<file path="src/design/lcf_pkg.sv">
// Package for the loop compensator filter: register map, layouts, resets
`default_nettype none

package lcf_pkg;

	// ------------------------------------------------------------
	// Datapath format
	// ------------------------------------------------------------
	localparam int W     = 22;
	localparam int FRAC  = 9;
	localparam int XW    = 40;
	localparam int CTRLW = 9;

	// ------------------------------------------------------------
	// Register byte offsets
	// ------------------------------------------------------------
	localparam int AW = 6;
	localparam logic [AW-1:0] OFS_PROP  = 6'h00;
	localparam logic [AW-1:0] OFS_INTG  = 6'h04;
	localparam logic [AW-1:0] OFS_DERIV = 6'h08;
	localparam logic [AW-1:0] OFS_SINCG = 6'h0c;
	localparam logic [AW-1:0] OFS_POLE1 = 6'h10;
	localparam logic [AW-1:0] OFS_POLE2 = 6'h14;
	localparam logic [AW-1:0] OFS_LPG   = 6'h18;
	localparam logic [AW-1:0] OFS_DEC   = 6'h1c;
	localparam logic [AW-1:0] OFS_CTRL  = 6'h20;
	localparam logic [AW-1:0] OFS_OUT   = 6'h24;

	// ------------------------------------------------------------
	// Field positions
	// ------------------------------------------------------------
	localparam int CLEAR_BIT = 7;
	localparam int HOLD_BIT  = 7;
	localparam int SEL_BIT   = 6;
	localparam int DITH_LSB  = 1;
	localparam int MSB_BIT   = 0;

	// ------------------------------------------------------------
	// Types and reset values
	// ------------------------------------------------------------
	typedef struct packed {
		logic [5:0]        kp;
		logic [6:0]        ki;
		logic [5:0]        kd;
		logic [7:0]        a0;
		logic signed [7:0] a1;
		logic [6:0]        a2;
		logic [6:0]        a3;
		logic [7:0]        dec;
	} lcf_coef_t;

	typedef struct packed {
		logic       hold_en;
		logic       sel;
		logic [2:0] dither;
	} lcf_ctrl_t;

	localparam lcf_coef_t COEF_RST  = '0;
	localparam lcf_ctrl_t CTRL_RST  = '0;
	localparam logic [15:0] LFSR_RST = 16'hace1;
	localparam logic [8:0]  RATIO_ZERO_AS = 9'h100;

endpackage

`default_nettype wire

</file>
<file path="src/design/lcf_filter.sv">
// Loop compensator: PID stage, dither, low-pass or sinc second stage
// Operation
// PID then one selected second stage
// Output is P plus I plus D
// Proportional coef unsigned 2.4 format
// Integral coef seven bits, two implied zeros
// Writing clear bit zeroes the integrator
// Current limit with hold freezes integrator
// Integrator saturates, never wraps
// Derivative coef unsigned six-bit integer
// Low-pass gain(1+z-1)/(1+a1z-1+a2z-2)
// First pole signed 1.6 format
// Second pole unsigned seven-bit fraction
// Low-pass gain seven-bit fraction, live
// Low-pass output refreshed every sample
// Sinc gain(1-z-ratio)/(1-z-1), decimated
// Sinc gain eight-bit unsigned fraction
// Decimation ratio 1 to 256
// Sinc outputs window average of PID
// Sinc output handed over at cycle start
// Hold ends when limit events stop
// Dither added between PID and stage two
// Internal word is 22 bits
// Output msb readable at control bit0
// Select bit: 0 low-pass, 1 sinc
// Ratio register zero means 256
`default_nettype none

module lcf_filter
	import lcf_pkg::*;
(
	input  wire logic              clk,
	input  wire logic              rst,
	input  wire logic              wb_cyc_i,
	input  wire logic              wb_stb_i,
	input  wire logic              wb_we_i,
	input  wire logic [AW-1:0]     wb_adr_i,
	input  wire logic [31:0]       wb_dat_i,
	input  wire logic [3:0]        wb_sel_i,
	output logic      [31:0]       wb_dat_o,
	output logic                   wb_ack_o,
	input  wire logic              sample_valid,
	input  wire logic signed [5:0] error_sample,
	input  wire logic              current_limit_event,
	input  wire logic              switching_cycle_end_event,
	input  wire logic              pwm_cycle_start,
	output logic      [CTRLW-1:0]  control_out,
	output logic                   control_valid
);

	// ------------------------------------------------------------
	// Helpers
	// ------------------------------------------------------------
	// Clamp a wide value to the 22-bit word instead of wrapping
	function automatic logic signed [XW-1:0] sat_w(
		input logic signed [XW-1:0] v
	);
		logic signed [XW-1:0] hi;
		logic signed [XW-1:0] lo;
		hi = XW'(2**(W-1) - 1);
		lo = -XW'(2**(W-1));
		if (v > hi)
			sat_w = hi;
		else if (v < lo)
			sat_w = lo;
		else
			sat_w = v;
	endfunction

	// Integer part of the word, clamped to the unsigned control range
	function automatic logic [CTRLW-1:0] to_ctrl(
		input logic signed [XW-1:0] v
	);
		logic signed [XW-1:0] t;
		t = v >>> FRAC;
		if (t < 0)
			to_ctrl = '0;
		else if (t > XW'(2**CTRLW - 1))
			to_ctrl = '1;
		else
			to_ctrl = t[CTRLW-1:0];
	endfunction

	// ------------------------------------------------------------
	// Register file over classic Wishbone
	// ------------------------------------------------------------
	lcf_coef_t        coef_q;
	lcf_ctrl_t        ctrl_q;
	logic             clear_q;
	logic             wr_en;
	logic             req;

	assign req   = wb_cyc_i && wb_stb_i && !wb_ack_o;
	assign wr_en = req && wb_we_i && wb_sel_i[0];

	always_ff @(posedge clk or posedge rst)
	begin
		if (rst)
			wb_ack_o <= 1'b0;
		else
			wb_ack_o <= req;
	end

	always_ff @(posedge clk or posedge rst)
	begin
		if (rst)
		begin
			coef_q  <= COEF_RST;
			ctrl_q  <= CTRL_RST;
			clear_q <= 1'b0;
		end
		else
		begin
			clear_q <= 1'b0;
			if (wr_en)
			begin
				case (wb_adr_i)
				OFS_PROP:  coef_q.kp <= wb_dat_i[5:0];
				OFS_INTG:
				begin
					coef_q.ki <= wb_dat_i[6:0];
					clear_q   <= wb_dat_i[CLEAR_BIT];
				end
				OFS_DERIV: coef_q.kd <= wb_dat_i[5:0];
				OFS_SINCG: coef_q.a0 <= wb_dat_i[7:0];
				OFS_POLE1: coef_q.a1 <= wb_dat_i[7:0];
				OFS_POLE2: coef_q.a2 <= wb_dat_i[6:0];
				OFS_LPG:   coef_q.a3 <= wb_dat_i[6:0];
				OFS_DEC:   coef_q.dec <= wb_dat_i[7:0];
				OFS_CTRL:
				begin
					ctrl_q.hold_en <= wb_dat_i[HOLD_BIT];
					ctrl_q.sel     <= wb_dat_i[SEL_BIT];
					ctrl_q.dither  <= wb_dat_i[DITH_LSB+2:DITH_LSB];
				end
				default: ;
				endcase
			end
		end
	end

	// Clear bit is a command: it always reads back as zero
	always_ff @(posedge clk or posedge rst)
	begin
		if (rst)
			wb_dat_o <= '0;
		else if (req && !wb_we_i)
		begin
			case (wb_adr_i)
			OFS_PROP:  wb_dat_o <= {26'h0, coef_q.kp};
			OFS_INTG:  wb_dat_o <= {25'h0, coef_q.ki};
			OFS_DERIV: wb_dat_o <= {26'h0, coef_q.kd};
			OFS_SINCG: wb_dat_o <= {24'h0, coef_q.a0};
			OFS_POLE1: wb_dat_o <= {24'h0, coef_q.a1};
			OFS_POLE2: wb_dat_o <= {25'h0, coef_q.a2};
			OFS_LPG:   wb_dat_o <= {25'h0, coef_q.a3};
			OFS_DEC:   wb_dat_o <= {24'h0, coef_q.dec};
			OFS_CTRL:  wb_dat_o <= {24'h0, ctrl_q.hold_en, ctrl_q.sel,
				2'h0, ctrl_q.dither, control_out[CTRLW-1]};
			OFS_OUT:   wb_dat_o <= {24'h0, control_out[7:0]};
			default:   wb_dat_o <= '0;
			endcase
		end
	end

	// ------------------------------------------------------------
	// Anti-windup hold
	// ------------------------------------------------------------
	logic hold_q;
	logic limit_seen_q;
	logic hold_now;

	assign hold_now = ctrl_q.hold_en && (hold_q || current_limit_event);

	always_ff @(posedge clk or posedge rst)
	begin
		if (rst)
		begin
			hold_q       <= 1'b0;
			limit_seen_q <= 1'b0;
		end
		else if (switching_cycle_end_event)
		begin
			// Release at any cycle end without a limit event on that same clock
			hold_q       <= current_limit_event;
			limit_seen_q <= 1'b0;
		end
		else if (current_limit_event)
		begin
			hold_q       <= 1'b1;
			limit_seen_q <= 1'b1;
		end
	end

	// ------------------------------------------------------------
	// PID stage
	// ------------------------------------------------------------
	logic signed [XW-1:0] e_x;
	logic signed [XW-1:0] eprev_x;
	logic signed [5:0]    eprev_q;
	logic signed [XW-1:0] acc_q;
	logic signed [XW-1:0] acc_upd;
	logic signed [XW-1:0] p_term;
	logic signed [XW-1:0] d_term;
	logic signed [XW-1:0] pid_sum;
	logic signed [XW-1:0] kp_x;
	logic signed [XW-1:0] ki_x;
	logic signed [XW-1:0] kd_x;

	assign e_x     = XW'(error_sample);
	assign eprev_x = XW'(eprev_q);
	assign kp_x    = XW'({1'b0, coef_q.kp});
	assign ki_x    = XW'({1'b0, coef_q.ki});
	assign kd_x    = XW'({1'b0, coef_q.kd});

	// Error scaled to the internal word: kp has 4 fraction bits
	assign p_term  = (e_x * kp_x) <<< (FRAC - 4);
	// ki carries 9 fraction bits, matching the word directly
	assign acc_upd = sat_w(acc_q + e_x * ki_x);
	assign d_term  = ((e_x - eprev_x) * kd_x) <<< FRAC;
	assign pid_sum = sat_w(p_term + (hold_now ? acc_q : acc_upd)
		+ d_term);

	always_ff @(posedge clk or posedge rst)
	begin
		if (rst)
			acc_q <= '0;
		else if (clear_q)
			acc_q <= '0;
		else if (sample_valid && !hold_now)
			acc_q <= acc_upd;
	end

	always_ff @(posedge clk or posedge rst)
	begin
		if (rst)
			eprev_q <= '0;
		else if (sample_valid)
			eprev_q <= error_sample;
	end

	// ------------------------------------------------------------
	// Dither injection
	// ------------------------------------------------------------
	logic [15:0]          lfsr_q;
	logic signed [XW-1:0] dith;
	logic signed [XW-1:0] x_q;
	logic                 x_valid_q;

	always_ff @(posedge clk or posedge rst)
	begin
		if (rst)
			lfsr_q <= LFSR_RST;
		else if (sample_valid)
			lfsr_q <= {lfsr_q[14:0],
				lfsr_q[15] ^ lfsr_q[13] ^ lfsr_q[12] ^ lfsr_q[10]};
	end

	// Amplitude codes 1..6 widen the noise; 0 and 7 disable it
	always_comb
	begin
		dith = '0;
		if (ctrl_q.dither != 3'h0 && ctrl_q.dither != 3'h7)
			dith = XW'($signed(lfsr_q[5:0])) <<< (ctrl_q.dither + 3'h1);
	end

	always_ff @(posedge clk or posedge rst)
	begin
		if (rst)
		begin
			x_q       <= '0;
			x_valid_q <= 1'b0;
		end
		else
		begin
			x_valid_q <= sample_valid;
			if (sample_valid)
				x_q <= sat_w(pid_sum + dith);
		end
	end

	// ------------------------------------------------------------
	// Two-pole low-pass stage
	// ------------------------------------------------------------
	logic signed [XW-1:0] x1_q;
	logic signed [XW-1:0] y1_q;
	logic signed [XW-1:0] y2_q;
	logic signed [XW-1:0] lp_acc;
	logic signed [XW-1:0] lp_y;

	// All products brought to 16 fraction bits before the sum
	assign lp_acc = XW'({1'b0, coef_q.a3}) * (x_q + x1_q)
		- ((XW'(coef_q.a1) * y1_q) <<< 1)
		- XW'({1'b0, coef_q.a2}) * y2_q;
	assign lp_y = sat_w(lp_acc >>> 7);

	always_ff @(posedge clk or posedge rst)
	begin
		if (rst)
		begin
			x1_q <= '0;
			y1_q <= '0;
			y2_q <= '0;
		end
		else if (x_valid_q)
		begin
			x1_q <= x_q;
			y1_q <= lp_y;
			y2_q <= y1_q;
		end
	end

	// ------------------------------------------------------------
	// Sinc decimation stage
	// ------------------------------------------------------------
	logic [8:0]           ratio;
	logic [8:0]           cnt_q;
	logic signed [XW-1:0] sum_q;
	logic signed [XW-1:0] sum_all;
	logic signed [XW-1:0] sinc_q;

	assign ratio   = (coef_q.dec == 8'h00) ? RATIO_ZERO_AS
		: {1'b0, coef_q.dec};
	assign sum_all = sum_q + x_q;

	always_ff @(posedge clk or posedge rst)
	begin
		if (rst)
		begin
			cnt_q  <= '0;
			sum_q  <= '0;
			sinc_q <= '0;
		end
		else if (x_valid_q)
		begin
			if (cnt_q >= ratio - 9'h1)
			begin
				// Gain a0/256 scales the window sum; a0 of 256/ratio makes it an average
				sinc_q <= sat_w((sum_all * XW'({1'b0, coef_q.a0}))
					>>> 8);
				sum_q  <= '0;
				cnt_q  <= '0;
			end
			else
			begin
				sum_q <= sum_all;
				cnt_q <= cnt_q + 9'h1;
			end
		end
	end

	// ------------------------------------------------------------
	// Output select
	// ------------------------------------------------------------
	always_ff @(posedge clk or posedge rst)
	begin
		if (rst)
		begin
			control_out   <= '0;
			control_valid <= 1'b0;
		end
		else if (!ctrl_q.sel)
		begin
			control_valid <= x_valid_q;
			if (x_valid_q)
				control_out <= to_ctrl(lp_y);
		end
		else
		begin
			// Held for the whole switching cycle to keep edges quiet
			control_valid <= pwm_cycle_start;
			if (pwm_cycle_start)
				control_out <= to_ctrl(sinc_q);
		end
	end

endmodule

`default_nettype wire

</file>
<file path="config.mk">
export PLATFORM = sky130hd
export DESIGN_NAME = lcf_filter
export DESIGN_NICKNAME = d
export VERILOG_FILES = /design/src/design/lcf_pkg.sv /design/src/design/lcf_filter.sv
export SDC_FILE = /design/constraint.sdc
export NUM_CORES = 2
export LEC_CHECK = 0
export ABC_CLOCK_PERIOD_IN_PS = 20400
export BUFFER_PORTS_ARGS = -buffer_cell sky130_fd_sc_hd__buf_2
export CAP_MARGIN = 20
export CORE_ASPECT_RATIO = 0.9
export CORE_UTILIZATION = 50
export CTS_CLUSTER_DIAMETER = 40
export DETAILED_ROUTE_END_ITERATION = 8
export GPL_TIMING_DRIVEN = 0
export HOLD_SLACK_MARGIN = 0.03
export PLACE_DENSITY = 0.66
export SYNTH_ARGS = -nofsm -noshare
export SYNTH_HDL_FRONTEND = slang
export SYNTH_SLANG_ARGS = --single-unit
</file>
<file path="constraint.sdc">
create_clock -name clk -period 20.4 [get_ports clk]
set_clock_uncertainty 0.15 [all_clocks]
set_input_delay 2.04 -clock clk [delete_from_list [all_inputs] [get_ports clk]]
set_output_delay 2.04 -clock clk [all_outputs]
set_load 0.01 [all_outputs]
</file>
==> impl_results.md <==
* ANT nets after route at 0
* Die ar. at ~130000 µm²
* CTS HTree Levels at 3
* Nets@finish at approximately 9000
* Synth Flop Type: dfrtp_1
* CTS clk-pin slew, worst paths at 0.05 ns
* Post-synth ARST share at 1.00
* Kind of critical path: input pin to flip-flop
* CP required at between 20 and 25 ns
* Distinct cells, synth at 90
* Top cell by count, worst path: fa_1
* Cell row count at about 120
* Slowest stage delay, CP at around 0.62 ns
* Initial antenna violation count at 7
* Worst Tran Pin Value at about 1.2 ns
* CTS tree: done
* Vias in the first global route at between 50000 and 60000
* RSZ-0062 raised after global routing: no
* Clock buffer count from CTS at between 60 and 70
* Worst path arrival time at around 20 ns
* Syn-to-layout area delta at 8.08%
* Tcrit/Tclk final at 0.946
* Gr usage total at 0.298
* WHS at around 0.31 ns
* Final core utilization at 0.546
* Largest net degree at the start of global routing at between 100 and 150
* Synth warn at 0
* EDFF count, synth at 0
* Core area at 125000 µm²
* Status: finished, final reports clean
* Synth Register Bits at between 300 and 400
* First-pass GRT wire length at around 290000 µm
* Via count at about 50000
* Largest cells by area after synthesis: fa_1 (31%), dfrtp_1 (14%), ha_1 (10%)
* Share of layout cells above drive strength 1 at 0.0576
* Final Hold Vio Count at 0
* Nature of the critical path endpoint: flip-flop
* Routing usage on met1 at 0.403
* Most frequent cells after synthesis: inv_1 (1110), fa_1 (968), nand2_1 (779), ha_1 (531), and2_1 (489)
* Hpwl dp at roughly 160000 µm
* Per-cell routed wire length at about 21 µm
* Synth top area share at 0.306
* Initial Utilization at 0.506
* # DRC at 0
* Most common cell in the netlist: inv_1
* Die Span Y at roughly 340 µm
* Longest Clk Path Bufs at 3
* # setup viols final at 0
* CP max FO at 39
* Root buf cell: clkbuf_16
* Total Wirelength at between 150000 and 200000 µm
* Gate Count Post-Synth at 7088
* Fin. max-slew vios at 0
* Clk Latency, worst-skew pair at roughly 0.67 ns
* HP Class: flip-flop to flip-flop
* Area of the mapped netlist at approximately 63000 µm²
* Grt ovf at 0
* Worst Path Buf+Inv at 10
* Iter 0 DRT Violations at 3468
* Maximum clock rate at ~0.052 GHz
* Clk sinks at 364
* Io pins at 100
* Worst path slowest cell: or4b_2
* M3 GR Usage at 0.0522
* Via density at approximately 5.6
* GP Congestion at ~0.99
* Drt pass-1 iters at 6
* Die W at approximately 380 µm
* Period minus WS final at ~19 ns
* Max-Cap Viols at 0
* Seq/Total Area, Yosys at 0.144
* Top Family by Delay on Critical Path: compound AO/OA/AOI/OAI gates
* Yosys top cell by area: fa_1
* Slew margin rel. at 0.189
* Busiest grt layer: met2
* Setup crit start kind: input pin
* Port Buffers at between 40 and 50
* Met2 GRT Util at 0.479
* Synthesized area per cell at roughly 8.9 µm²
-- worst paths after layout --
path / start / endpoint / slack, ns / cells past startpoint
max: error_sample[5] / x_q[22]$_DFFE_PP0P_ / 1.10 / 67
min: wb_ack_o$_DFF_PP0_ / wb_ack_o$_DFF_PP0_ / 0.31 / 1
max reg2reg: coef_q[47]$_DFFE_PP0P_ / x_q[22]$_DFFE_PP0P_ / 2.33 / 68
min reg2reg: wb_ack_o$_DFF_PP0_ / wb_ack_o$_DFF_PP0_ / 0.31 / 1
max in group asynchronous: rst / sinc_q[28]$_DFFE_PP0P_ / 16.95 / 5
min in group asynchronous: rst / y2_q[1]$_DFFE_PP0P_ / 1.26 / 2
-- state kept, by name, summed over array words and instances (netlist names), 5 cells and up --
register,count
lfsr_q,16
y1_q,33
control_out,9
x_q,40
y2_q,33
x1_q,40
acc_q,40
coef_q,57
ctrl_q,5
eprev_q,6
cnt_q,9
wb_dat_o,8
sum_q,40
sinc_q,23
-- cell type report --
cell class	count	area, µm²
diodes	4	10.0
plain buffers	296	1230
inverters	1113	4190
clock buffers	76	1780
flip-flops and latches	364	9120
well taps	1687	2110
clock inverters	48	644
repair buffers	59	432
multi-input cells	5335	48900
fillers	11700	56800
-- layer usage --
metal	up-vias	wire (µm)
met1	25300	80000
met2	1528	85100
met3	360	12500
met5	-	53
li1	23100	-
met4	8	7690
-- through the flow --
step | instances | worst slack, ns | instance area (µm²) | setup TNS (ns)
after floorplan | 7111 | 2.95 | 63400 | 0
after global placement | 8844 | -1.30 | 65800 | -42.82
after detailed placement | 8849 | -1.52 | 65900 | -50.79
after CTS | 8972 | 0.154 | 68300 | 0
after global routing | 8979 | 0.0570 | 68400 | 0
final | 8982 | 1.10 | 68400 | 0
-- placed cells by master, fill, tap and decap left out, drive strengths merged, types with 25 or more instances in the layout --
| master | Yosys | final |
|---|---|---|
| nand3 | 67 | 67 |
| and2 | 489 | 489 |
| a21o | 135 | 135 |
| o21a | 62 | 62 |
| fa | 968 | 968 |
| dfrtp | 356 | 356 |
| conb | 2 | 25 |
| xnor2 | 195 | 195 |
| nand2 | 779 | 779 |
| nor2b | 70 | 70 |
| o2bb2ai | 45 | 45 |
| o31ai | 26 | 26 |
| xor2 | 107 | 107 |
| a31oi | 40 | 40 |
| clkbuf | 265 | 340 |
| and3 | 30 | 30 |
| a211oi | 32 | 32 |
| nand4 | 36 | 36 |
| inv | 1110 | 1123 |
| a21oi | 349 | 349 |
| buf | 34 | 91 |
| mux2 | 142 | 142 |
| nor3 | 81 | 81 |
| o21bai | 38 | 38 |
| ha | 531 | 531 |
| o211ai | 28 | 28 |
| o21ai | 280 | 280 |
| nand2b | 86 | 86 |
| nor2 | 373 | 373 |
-- kinds of logic (layout without fill, tap and decap cells) --
family,after synthesis,count (layout),share of synthesized area
xor+xnor,308,308,0.0439
mux,164,164,0.0289
other cells,2,29,0.000119
simple gates,2107,2107,0.161
flops,364,364,0.144
compound gates,1232,1232,0.126
fa+ha+maj,1499,1499,0.411
buf+inv,1412,1592,0.0854
-- repair_timing --
| action | CTS | global route |
|---|---|---|
| resized for setup | 2 | 20 |
| buffers inserted | 0 | 4 |
| hold buffers | 0 | 0 |
| setup endpoints to repair | 39 | 39 |
| gates cloned | 0 | 0 |
-- worst register-to-register path: cells and delay by family, from the launching register on --
family,cells,cell delay (ns)
simple gates,19,4.29
compound gates,26,5.98
flops,1,0.54
fa+ha+maj,12,5.15
buf+inv,10,1.56
xor+xnor,1,0.24
Power is left out: the tool's default activity adds up to more than one toggle a clock period on the data nets, which glitch-free logic cannot reach.
